## config.mk

```make
export PLATFORM = sky130hd
export DESIGN_NAME = ssac_sample_source_arm_control
export DESIGN_NICKNAME = d
export VERILOG_FILES = /design/src/ssac_pkg.sv /design/src/ssac_sample_source_arm_control.sv
export VERILOG_INCLUDE_DIRS = /design/src
export SDC_FILE = /design/constraint.sdc
export NUM_CORES = 1
export LEC_CHECK = 0
export ABC_AREA = 1
export BUFFER_PORTS_ARGS = -buffer_cell sky130_fd_sc_hd__buf_4
export CORE_AREA = 5 5 130 132
export CTS_BUF_LIST = sky130_fd_sc_hd__clkbuf_4 sky130_fd_sc_hd__clkbuf_8 sky130_fd_sc_hd__clkbuf_16
export DETAILED_ROUTE_END_ITERATION = 10
export DIE_AREA = 0 0 135 137
export PLACE_DENSITY_LB_ADDON = 0.1
export SETUP_SLACK_MARGIN = 0.15
export SLEW_MARGIN = 20
export SYNTH_ARGS = -nofsm -noshare
export SYNTH_HDL_FRONTEND = slang
export SYNTH_SLANG_ARGS = --single-unit
```

## constraint.sdc

```tcl
create_clock -name clock -period 2.9 [get_ports clock]
set_input_delay 0.145 -clock clock [delete_from_list [all_inputs] [get_ports clock]]
set_output_delay 0.145 -clock clock [all_outputs]
set_load 0.005 [all_outputs]
```

## src/ssac_defines.svh

```systemverilog
// register offsets, field positions and timing counts for the sample source and arm control
`ifndef SSAC_DEFINES_SVH
`define SSAC_DEFINES_SVH
`define SSAC_REG_OFFSET      6'h3E
`define SSAC_ADDR_W          6
`define SSAC_BIT_LINE_LO     0
`define SSAC_BIT_LINE_HI     2
`define SSAC_BIT_LINE_DIR    3
`define SSAC_BIT_LINE_EN     4
`define SSAC_BIT_INT_CLOCK   5
`define SSAC_BIT_EXT_TB      6
`define SSAC_BIT_SOFT        7
`define SSAC_BIT_EDGE        8
`define SSAC_BIT_FRONT_EN    9
`define SSAC_BIT_ABORT       12
`define SSAC_BIT_ARM_DELAY   13
`define SSAC_BIT_ARM_NOW     15
`define SSAC_RESET_VALUE     16'h0000
`define SSAC_WRITE_MASK      16'hB3FF
`define SSAC_CLOCK_MHZ       100
`define SSAC_ARM_DELAY_MS    30
`define SSAC_ARM_DELAY_CYC   (`SSAC_ARM_DELAY_MS * 1000 * `SSAC_CLOCK_MHZ)
`endif

```

## src/ssac_pkg.sv

```systemverilog
// types for the sample source and arm control
package ssac_pkg;
   // decoded control fields
   typedef struct packed {
      logic       arm_now;
      logic       arm_after_delay;
      logic       abort;
      logic       front_sample_input_enable;
      logic       sample_edge_polarity;
      logic       soft_sample_enable;
      logic       external_timebase_select;
      logic       int_clock_enable;
      logic       line_enable;
      logic       line_drive;
      logic [2:0] line_select;
   } ssac_ctrl_t;
   // acquisition sequencer states
   typedef enum logic [1:0] {
      SSAC_IDLE,
      SSAC_WAIT_DELAY,
      SSAC_PRETRIG,
      SSAC_POSTTRIG
   } ssac_state_t;
endpackage

```

## src/ssac_sample_source_arm_control.sv

```systemverilog
// sample source and arm control register with acquisition sequencing
//
// Contract
// - bits 0-2 select backplane trigger line
// - bit 3 sets line input or output
// - bit 4 enables line; disabled ignored, undriven
// - bit 5 enables internal clock sampling
// - bit 6 picks internal or external timebase
// - bit 7 enables software immediate sample
// - bit 8 picks external sample edge
// - bit 9 enables front-panel sample input
// - abort stops measurement, flushes all memory
// - abort bit clears when acquisition initiates
// - bit 13 arms after 30 ms delay
// - bit 15 arms immediately, clears after pretrigger
// - abort plus arm: abort first, then arm
// - arm after finished measurement: abort then arm
// - all three zero: no action started
// - pretrigger count completion clears arm bits
`timescale 1ns/1ns
`include "ssac_defines.svh"
module ssac_sample_source_arm_control #(
   parameter int unsigned ARM_DELAY_CYCLES = `SSAC_ARM_DELAY_CYC,
   parameter int unsigned COUNT_W          = 22
) (
   // clock, reset, enable
   input  wire logic                     clock,
   input  wire logic                     rst_n,
   input  wire logic                     clk_en,
   // register port, 16-bit word access
   input  wire logic [`SSAC_ADDR_W-1:0]  reg_addr,
   input  wire logic                     reg_write,
   input  wire logic [15:0]              reg_wdata,
   output logic [15:0]                   reg_rdata,
   // acquisition settings from neighbouring registers
   input  wire logic [COUNT_W-1:0]       pretrig_count,
   input  wire logic                     acq_done,
   // sample sources
   input  wire logic                     int_sample_tick,
   input  wire logic                     soft_sample_strobe,
   input  wire logic                     front_sample_pin,
   input  wire logic [7:0]               backplane_trigger_line_in,
   // backplane line drive
   output logic [7:0]                    backplane_trigger_line_out,
   output logic [7:0]                    backplane_trigger_line_oe,
   // controls to the acquisition engine
   output logic                          sample_pulse,
   output logic                          external_timebase_select,
   output logic                          flush_memory,
   output logic                          acq_running
);
   // control register and sequencer state
   ssac_pkg::ssac_ctrl_t ctrl;
   ssac_pkg::ssac_state_t state;
   logic [31:0]          delay_cnt;   // arm delay timer
   logic [COUNT_W-1:0]   pre_cnt;     // readings stored before trigger
   logic [2:0]           front_sync;  // pin synchroniser, stage 0 is the raw catch
   logic                 front_prev;  // last agreed pin level
   logic [2:0]           line_sync [8];
   logic [7:0]           line_prev;
   logic                 wr_hit;
   logic                 wr_abort;
   logic                 wr_arm;
   logic                 start_acq;
   logic                 pre_done;
   logic                 front_edge;
   logic                 line_edge;
   logic [2:0]           sel;

   // write decode
   assign wr_hit   = clk_en && reg_write && (reg_addr == `SSAC_REG_OFFSET);
   assign wr_abort = wr_hit && reg_wdata[`SSAC_BIT_ABORT];
   assign wr_arm   = wr_hit && (reg_wdata[`SSAC_BIT_ARM_NOW] || reg_wdata[`SSAC_BIT_ARM_DELAY]);
   assign sel      = ctrl.line_select;

   // packing helper, used for read back only; reset loads through a cast
   function automatic logic [15:0] ssac_pack(input ssac_pkg::ssac_ctrl_t c);
      logic [15:0] w;
      w = 16'h0000;
      w[`SSAC_BIT_LINE_HI:`SSAC_BIT_LINE_LO] = c.line_select;
      w[`SSAC_BIT_LINE_DIR]  = c.line_drive;
      w[`SSAC_BIT_LINE_EN]   = c.line_enable;
      w[`SSAC_BIT_INT_CLOCK] = c.int_clock_enable;
      w[`SSAC_BIT_EXT_TB]    = c.external_timebase_select;
      w[`SSAC_BIT_SOFT]      = c.soft_sample_enable;
      w[`SSAC_BIT_EDGE]      = c.sample_edge_polarity;
      w[`SSAC_BIT_FRONT_EN]  = c.front_sample_input_enable;
      w[`SSAC_BIT_ABORT]     = c.abort;
      w[`SSAC_BIT_ARM_DELAY] = c.arm_after_delay;
      w[`SSAC_BIT_ARM_NOW]   = c.arm_now;
      return w;
   endfunction

   // edge test for the front pin; the backplane line uses its own rising-edge test
   function automatic logic ssac_edge(input logic prev, input logic now_v, input logic rising);
      return rising ? (!prev && now_v) : (prev && !now_v);
   endfunction

   // a fresh arm only counts when the old acquisition is over
   // arm while running is swallowed so the capture is not torn up
   // an abort in the same write always clears the way for the new arm
   assign start_acq = wr_arm &&
                      (wr_abort || state == ssac_pkg::SSAC_IDLE ||
                       (state == ssac_pkg::SSAC_POSTTRIG && acq_done));
   assign pre_done  = (state == ssac_pkg::SSAC_PRETRIG) && (pre_cnt >= pretrig_count);

   // control register: plain fields stored, action bits handled below
   always_ff @(posedge clock or negedge rst_n)
   begin
      if (!rst_n)
         ctrl <= ssac_pkg::ssac_ctrl_t'(`SSAC_RESET_VALUE);
      else if (clk_en)
      begin
         if (wr_hit)
         begin
            ctrl.line_select               <= reg_wdata[`SSAC_BIT_LINE_HI:`SSAC_BIT_LINE_LO];
            ctrl.line_drive                <= reg_wdata[`SSAC_BIT_LINE_DIR];
            ctrl.line_enable               <= reg_wdata[`SSAC_BIT_LINE_EN];
            ctrl.int_clock_enable          <= reg_wdata[`SSAC_BIT_INT_CLOCK];
            ctrl.external_timebase_select  <= reg_wdata[`SSAC_BIT_EXT_TB];
            ctrl.soft_sample_enable        <= reg_wdata[`SSAC_BIT_SOFT];
            ctrl.sample_edge_polarity      <= reg_wdata[`SSAC_BIT_EDGE];
            ctrl.front_sample_input_enable <= reg_wdata[`SSAC_BIT_FRONT_EN];
         end
         // abort bit: set by write, cleared once acquisition initiates
         if (start_acq)
            ctrl.abort <= 1'b0;
         else if (wr_abort)
            ctrl.abort <= 1'b1;
         // arm bits: a rejected arm write does not latch; pretrig end clears
         if (start_acq)
         begin
            ctrl.arm_now         <= reg_wdata[`SSAC_BIT_ARM_NOW];
            ctrl.arm_after_delay <= reg_wdata[`SSAC_BIT_ARM_DELAY];
         end
         else if (pre_done || wr_abort)
         begin
            ctrl.arm_now         <= 1'b0;
            ctrl.arm_after_delay <= 1'b0;
         end
      end
   end

   // flush pulse: any abort write, or the abort implied by a fresh arm
   always_ff @(posedge clock or negedge rst_n)
   begin
      if (!rst_n)
         flush_memory <= 1'b0;
      else if (clk_en)
         flush_memory <= wr_abort || start_acq;
   end

   // acquisition sequencer: flush lands in the same cycle the state leaves idle for pretrig or delay
   always_ff @(posedge clock or negedge rst_n)
   begin
      if (!rst_n)
      begin
         state     <= ssac_pkg::SSAC_IDLE;
         delay_cnt <= 32'h00000000;
         pre_cnt   <= '0;
      end
      else if (clk_en)
      begin
         if (start_acq)
         begin
            // abort and arm together: the new arm wins after the flush
            pre_cnt   <= '0;
            delay_cnt <= 32'h00000000;
            state     <= reg_wdata[`SSAC_BIT_ARM_NOW] ? ssac_pkg::SSAC_PRETRIG
                                                      : ssac_pkg::SSAC_WAIT_DELAY;
         end
         else if (wr_abort)
            state <= ssac_pkg::SSAC_IDLE;
         else
         begin
            case (state)
               ssac_pkg::SSAC_IDLE:
                  state <= ssac_pkg::SSAC_IDLE;
               ssac_pkg::SSAC_WAIT_DELAY:
               begin
                  // hold off for the arm delay before storing readings
                  if (delay_cnt >= ARM_DELAY_CYCLES - 1)
                     state <= ssac_pkg::SSAC_PRETRIG;
                  else
                     delay_cnt <= delay_cnt + 32'h00000001;
               end
               ssac_pkg::SSAC_PRETRIG:
               begin
                  if (pre_done)
                     state <= ssac_pkg::SSAC_POSTTRIG;
                  else if (sample_pulse)
                     pre_cnt <= pre_cnt + 1'b1;
               end
               ssac_pkg::SSAC_POSTTRIG:
                  if (acq_done)
                     state <= ssac_pkg::SSAC_IDLE;
               default:
                  state <= ssac_pkg::SSAC_IDLE;
            endcase
         end
      end
   end

   // pin synchronisers; stage 0 feeds only stage 1
   always_ff @(posedge clock or negedge rst_n)
   begin
      if (!rst_n)
      begin
         front_sync <= 3'h0;
         front_prev <= 1'b0;
         // backplane lines idle high, so start there to avoid a false edge
         line_prev  <= 8'hFF;
         for (int i = 0; i < 8; i++)
            line_sync[i] <= 3'h7;
      end
      else if (clk_en)
      begin
         front_sync <= {front_sync[1:0], front_sample_pin};
         // a level counts once stages 1 and 2 agree
         if (front_sync[1] == front_sync[2])
            front_prev <= front_sync[2];
         for (int i = 0; i < 8; i++)
         begin
            line_sync[i] <= {line_sync[i][1:0], backplane_trigger_line_in[i]};
            if (line_sync[i][1] == line_sync[i][2])
               line_prev[i] <= line_sync[i][2];
         end
      end
   end

   // qualified edges; disabled sources are simply ignored
   assign front_edge = ctrl.front_sample_input_enable && (front_sync[1] == front_sync[2]) &&
                       ssac_edge(front_prev, front_sync[2], ctrl.sample_edge_polarity);
   assign line_edge  = ctrl.line_enable && !ctrl.line_drive &&
                       (line_sync[sel][1] == line_sync[sel][2]) &&
                       !line_prev[sel] && line_sync[sel][2];

   // sample pulse merges all enabled pacing sources
   always_ff @(posedge clock or negedge rst_n)
   begin
      if (!rst_n)
         sample_pulse <= 1'b0;
      else if (clk_en)
         sample_pulse <= (state != ssac_pkg::SSAC_IDLE) && (state != ssac_pkg::SSAC_WAIT_DELAY) &&
                         ((ctrl.int_clock_enable && int_sample_tick) ||
                          (ctrl.soft_sample_enable && soft_sample_strobe) ||
                          front_edge || line_edge);
   end

   // backplane drive: only the selected line, only when enabled as output
   // the line echoes the merged sample pulse so other modules can follow
   always_ff @(posedge clock or negedge rst_n)
   begin
      if (!rst_n)
      begin
         backplane_trigger_line_out <= 8'h00;
         backplane_trigger_line_oe  <= 8'h00;
      end
      else if (clk_en)
      begin
         backplane_trigger_line_oe  <= (ctrl.line_enable && ctrl.line_drive) ?
                                       (8'h01 << sel) : 8'h00;
         backplane_trigger_line_out <= sample_pulse ? (8'h01 << sel) : 8'h00;
      end
   end

   // timebase and run status
   assign external_timebase_select = ctrl.external_timebase_select;
   assign acq_running              = (state != ssac_pkg::SSAC_IDLE);

   // read back: register word, zero elsewhere
   always_ff @(posedge clock or negedge rst_n)
   begin
      if (!rst_n)
         reg_rdata <= 16'h0000;
      else if (clk_en)
         reg_rdata <= (reg_addr == `SSAC_REG_OFFSET) ? ssac_pack(ctrl) : 16'h0000;
   end

   // a write with no action bits must not flush
   a_no_action_quiet: assert property (@(posedge clock) disable iff (!rst_n)
      (wr_hit && !reg_wdata[12] && !reg_wdata[13] && !reg_wdata[15]) |=> !flush_memory)
      else $error("flush without action bits");
   // abort write flushes next cycle
   a_abort_flush: assert property (@(posedge clock) disable iff (!rst_n)
      wr_abort |=> flush_memory)
      else $error("abort did not flush");
   // initiate clears abort bit
   a_abort_cleared: assert property (@(posedge clock) disable iff (!rst_n)
      start_acq |=> !ctrl.abort)
      else $error("abort bit stayed after initiate");
   // immediate arm goes straight into pretrigger
   a_arm_now_go: assert property (@(posedge clock) disable iff (!rst_n)
      (start_acq && reg_wdata[15]) |=> state == ssac_pkg::SSAC_PRETRIG)
      else $error("immediate arm did not start");
   // delayed arm waits
   a_arm_delay_wait: assert property (@(posedge clock) disable iff (!rst_n)
      (start_acq && !reg_wdata[15]) |=> state == ssac_pkg::SSAC_WAIT_DELAY)
      else $error("delayed arm did not wait");
   // pretrigger completion clears arm bits
   a_pretrig_clear: assert property (@(posedge clock) disable iff (!rst_n)
      (clk_en && pre_done && !wr_arm) |=> (!ctrl.arm_now && !ctrl.arm_after_delay))
      else $error("arm bits not cleared");
   // arm while running is ignored
   a_busy_arm_kept: assert property (@(posedge clock) disable iff (!rst_n)
      (wr_arm && !wr_abort && acq_running &&
       !(state == ssac_pkg::SSAC_POSTTRIG && acq_done)) |=> !flush_memory)
      else $error("running acquisition restarted");
   // disabled line is never driven
   a_line_quiet: assert property (@(posedge clock) disable iff (!rst_n)
      (clk_en && !ctrl.line_enable) |=> backplane_trigger_line_oe == 8'h00)
      else $error("disabled line driven");
endmodule

```

== Yosys cells after proc, flatten, opt, wreduce, memory -nomap -nowiden ==
Cells that the tools add are included.
Widths: inputs -> output; s select.
Cells by class
  add/subtract/negate cells: 2
  order comparisons: 4
  equality and inequality tests: 21
  shifts and indexed selects: 1
  muxes and demuxes: 29
  bitwise gates (word level): 1
  reductions and logical operators: 54
Operator list (count)
  $mux 32: 4
  $mux 22: 5
  $add 32x1->32 const B: 1
  $ge 32x22->1 const B: 1
  $reduce_and 2->1: 12
  $add 22x1->22 const B: 1
  $ge 22x22->1: 1
  $logic_and 1x1->1: 20
  $mux 16: 1
  $mux 2: 8
  $mux 8: 2
  $ne 4x4->1 const B: 3
  $reduce_bool 2->1: 6
  $eq 1x1->1: 10
  $bmux 3 s3: 1
  $logic_or 1x1->1: 8
  $pmux 2 s4: 1
  $reduce_and 4->1: 2
  $shl 1x3->8 const A: 1
  $eq 6x6->1 const B: 1
  $mux 3: 2
  $reduce_and 5->1: 1
  $eq 2x2->1 const B: 2
  $ge 4x4->1 const B: 1
  9 further kinds: 17
Storage, ports and cells
  flip-flop bits (word level): 139

== Logic depth before layout (Yosys ltp) ==
  word-level depth: 10
  depth in mapped cells: 15
  mapped depth without buffers: 14

== Worst setup path before layout ==
OpenSTA, ideal clock, no wires.
  path type: flip-flop to flip-flop
  start: register pre_cnt[17]
  end: register pre_cnt[21]
  library setup time: 0.066 ns
  arrival: 1.731 ns
  path slack: 1.103 ns
  cell stages (with the launch flop): 14
  path buffers: 1
  period minus slack after synthesis: 1.797 ns
  cells stage by stage: dfrtp_1 ha_1 nand2_1 inv_1 nand2_1 nand2_1 nand2_1 nand2_1 nor2_1 nand3_1 nor2_1 buf_2 nand4_1 nand2_1
Between the ends
  cells in the longest elaborated chain, start to end: 6
  elaborated cells on any way between the ends: 10
Ends and longest elaborated chain
  start: declaration: line ssac_sample_source_arm_control.sv:56  | logic [COUNT_W-1:0] pre_cnt;
  start signal: assignment: line ssac_sample_source_arm_control.sv:192  | pre_cnt <= pre_cnt + 1'b1;
  $add 22x1->22: line ssac_sample_source_arm_control.sv:192
  $mux 22: line ssac_sample_source_arm_control.sv:191  | else if (sample_pulse)
  $mux 22: line ssac_sample_source_arm_control.sv:189  | if (pre_done)
  $mux 22: line ssac_sample_source_arm_control.sv:176  | case (state)
  $mux 22: line ssac_sample_source_arm_control.sv:172  | else if (wr_abort)
  $mux 22: line ssac_sample_source_arm_control.sv:164  | if (start_acq)
Several ways; a longest one is shown, not always the timed one. The select of a mux whose other input is x is not followed.
A chain may end at the register's enable or synchronous reset.

== Worst setup path in the final report ==
  start: register delay_cnt[0]
  end: register delay_cnt[17]
Between the ends
  cells in the longest elaborated chain, start to end: 5
  elaborated cells on any way between the ends: 8
Ends and longest elaborated chain
  start: declaration: line ssac_sample_source_arm_control.sv:55  | logic [31:0] delay_cnt;
  start signal: assignment: line ssac_sample_source_arm_control.sv:185  | delay_cnt <= delay_cnt + 32'h00000001;
  $add 32x1->32: line ssac_sample_source_arm_control.sv:185
  $mux 32: line ssac_sample_source_arm_control.sv:182  | if (delay_cnt >= ARM_DELAY_CYCLES - 1)
  $mux 32: line ssac_sample_source_arm_control.sv:176
  $mux 32: line ssac_sample_source_arm_control.sv:172
  $mux 32: line ssac_sample_source_arm_control.sv:164
Several ways; a longest one is shown, not always the timed one. The select of a mux whose other input is x is not followed.

==> metrics.yaml <==
netlist_area_um2: 7610
dr.pass1.iters: 5
first_global_vias: 6415
fin_util: 0.594
crit_top_cell: "nand2_1"
synth_seq_area_share: 0.452
setup_slack_ns: 0.712
start_util: 0.488
postCtsSetupRepairBufs: 0
hpwl_um: 12600
synth.distinct_cells: 40
r2r_cells: 13
cts_resized: 0
nets: 1195
tns_ns: 0
ctsHoldBuffers: 22
relSlewSlack: 0.429
fp.dieH_um: 137
critPathLaunchType: "flip-flop"
most-common-layout-cells: "nand2_1, inv_1, nor2_1"
slew_viol_final: 0
leakagePower_nw: 4.78
ys_ff_latch: 136
area_delta_synth_final_pct: 21.7
via_per_inst: 4.96
hold_viol: 0
r2r_setup_slack_ns: 0.71
path_class: "reg2reg"
postRouteAntennaNets: 0
cts.sink_count: 136
grt_max_degree: 69
worstSetupEndpointType: "flip-flop"
path_cells: "ha_1, nand2_1, nor2_4, nand2_2, nand2_1, nand2_1, nand2_1, nand2_1, nand2_2, nor2_2, nand3_1, nand2_1, nor2_1"
drc: 0
cts_tree: "built"
reg2reg_from: "delay_cnt[0]"
layout-drive-gt1-share: 0.159
synthCells: 1000
pin_count: 96
required_ns: 3.21
tightest_slew_ns: 0.856
layout_commonest_cell: "nand2_1"
hp-start: "reg_wdata[12]"
cts.htree.levels: 4
drv_cap: 0
yosys_warnings: 0
hold_end: "ctrl[10]"
finalSetupViolations: 0
pre_cts_ws_ns: 0.688
numCtsBuffers: 17
clock_skew_ns: 0.00733
clk_pin_slew_ns: 0.06
status: "completed"
r2r_end: "delay_cnt[17]"
fmax_ghz: 0.457
wire_per_inst_um: 13.3
rsz0062_at_grt: "false"
power_density_nw_per_um2: 572
hold_depth: 3
avgSynthCellArea_um2: 7.61
io_buffers: 89
track_usage: 0.204
hold_path_class: "in2reg"
die-area_um2: 18500
max_stage_delay_ns: 0.51
antenna_found_initial: 0
coreArea_um2: 15600
gr-total-overflow: 0
drt_wl_total_um: 17700
fp.dieW_um: 135
antennaDiodeCount: 0
drt_iter0_drc: 322
critPathSlowestCell: "nor2_2"
clock_latency_ns: 0.42
fp-row-count: 46
min_period_over_period: 0.754
n_fill_cell: 1454
critPathArrivalTime_ns: 2.50
cts_root_buffer: "clkbuf_16"
period_needed_ns: 2.19
critPathMaxFanout: 17
dr_total_vias: 6624
grt_pass1_wl_um: 30600
ir_drop_mv: 0.435
gp_congestion: 0.895
clockBufferDepth: 2
## sequential cells by signal (all words and copies together), names as in the netlist
name                        count
state                           2
ctrl                            9
backplane_trigger_line_out      8
pre_cnt                        22
sample_pulse                    1
front_sync                      3
external_timebase_select        1
line_sync                      24
flush_memory                    1
backplane_trigger_line_oe       8
sel                             3
front_prev                      1
line_prev                       8
reg_rdata                      13
delay_cnt                      32
## synth_stat cells
library cell,instances,area share
clkbuf_1,13,0.0064
inv_2,1,0.00049
nor4_1,3,0.0025
a21o_1,1,0.00099
nand3_2,2,0.0026
o211ai_1,8,0.0079
a22o_1,1,0.0012
nand2_1,291,0.14
a22oi_1,4,0.0039
nand3b_1,1,0.00099
o22ai_1,3,0.0025
o21bai_1,1,0.00099
o21a_1,1,0.00099
nand2_2,4,0.0033
dfstp_2,32,0.11
ha_1,29,0.048
o21ai_1,4,0.0026
buf_4,5,0.0049
nor2_4,2,0.0030
o21ai_4,2,0.0043
nor3_1,11,0.0072
o31ai_1,9,0.0089
a31oi_1,1,0.00082
a211o_1,1,0.0012
buf_6,4,0.0059
nor2_2,2,0.0016
xor2_1,20,0.023
dfrtp_1,104,0.34
or2_2,1,0.00082
o21ai_0,61,0.040
a21oi_1,11,0.0072
and3_1,1,0.00082
buf_1,5,0.0025
xnor2_1,6,0.0069
buf_2,9,0.0059
nor2_1,105,0.052
inv_1,136,0.067
nand4_1,40,0.033
conb_1,1,0.00049
nand3_1,64,0.042
## worst max-delay path by stage
stage	startpoint	end	depth (start not counted)
2_1_floorplan	pre_cnt[17]	pre_cnt[21]	13
3_3_place_gp	delay_cnt[0]	delay_cnt[3]	13
3_5_place_dp	delay_cnt[0]	delay_cnt[17]	13
4_1_cts	delay_cnt[0]	delay_cnt[17]	13
5_1_grt	delay_cnt[0]	delay_cnt[7]	12
6_report	delay_cnt[0]	delay_cnt[17]	13
## metrics by stage
| stage | hold WS (ns) | power, W | instances | instance area (um^2) |
|---|---|---|---|---|
| after floorplan | -0.151 | 0.00284 | 1002 | 7620 |
| after global placement | 0.129 | 0.00315 | 1281 | 8460 |
| after detailed placement | 0.125 | 0.00317 | 1281 | 8460 |
| after CTS | 0.0607 | 0.00536 | 1335 | 9260 |
| after global routing | 0.0857 | 0.00559 | 1335 | 9260 |
| final | 0.0806 | 0.00530 | 1335 | 9260 |
## cell type report
cell class | instances | area, um^2 | share of cell area
Clock buffer | 20 | 472 | 0.0509
Sequential cell | 136 | 3440 | 0.372
Inverter | 137 | 515 | 0.0556
Clock inverter | 12 | 115 | 0.0124
Multi-Input combinational cell | 693 | 3470 | 0.374
Timing Repair Buffer | 121 | 980 | 0.106
Tap cell | 216 | 270 | 0.0292
## cell families (layout without fill, tap and decap cells)
| family | Yosys count | in the layout | synth area share |
|---|---|---|---|
| adder cells (fa/ha/maj) | 29 | 29 | 0.0477 |
| other | 1 | 3 | 0.000493 |
| XOR/XNOR | 26 | 26 | 0.0299 |
| AND/OR/NAND/NOR | 527 | 527 | 0.293 |
| buffers and inverters | 173 | 290 | 0.0932 |
| flip-flops | 136 | 136 | 0.452 |
| AO/OA/AOI/OAI | 108 | 108 | 0.0835 |
## power breakdown
group	internal [W]	switching [W]
Sequential	0.00213	0.000163
Clock	0.00127	0.000874
Combinational	0.000345	0.000514
## critical path: cells and delay by family (launching register included)
kind / cells / cell delay, ns
and+or+nand+nor: 12 / 1.40
DFF: 1 / 0.41
adders and majority gates: 1 / 0.27
## per-layer routing
layer | wire (um) | GRT usage | vias to the layer above
met5 | 0 | 0 | -
met4 | 270 | 0.0566 | 0
met3 | 687 | 0.0482 | 21
met2 | 8560 | 0.343 | 116
met1 | 8230 | 0.266 | 3087
li1 | - | - | 3400
No activity file was read; power rests on OpenSTA's default activity.
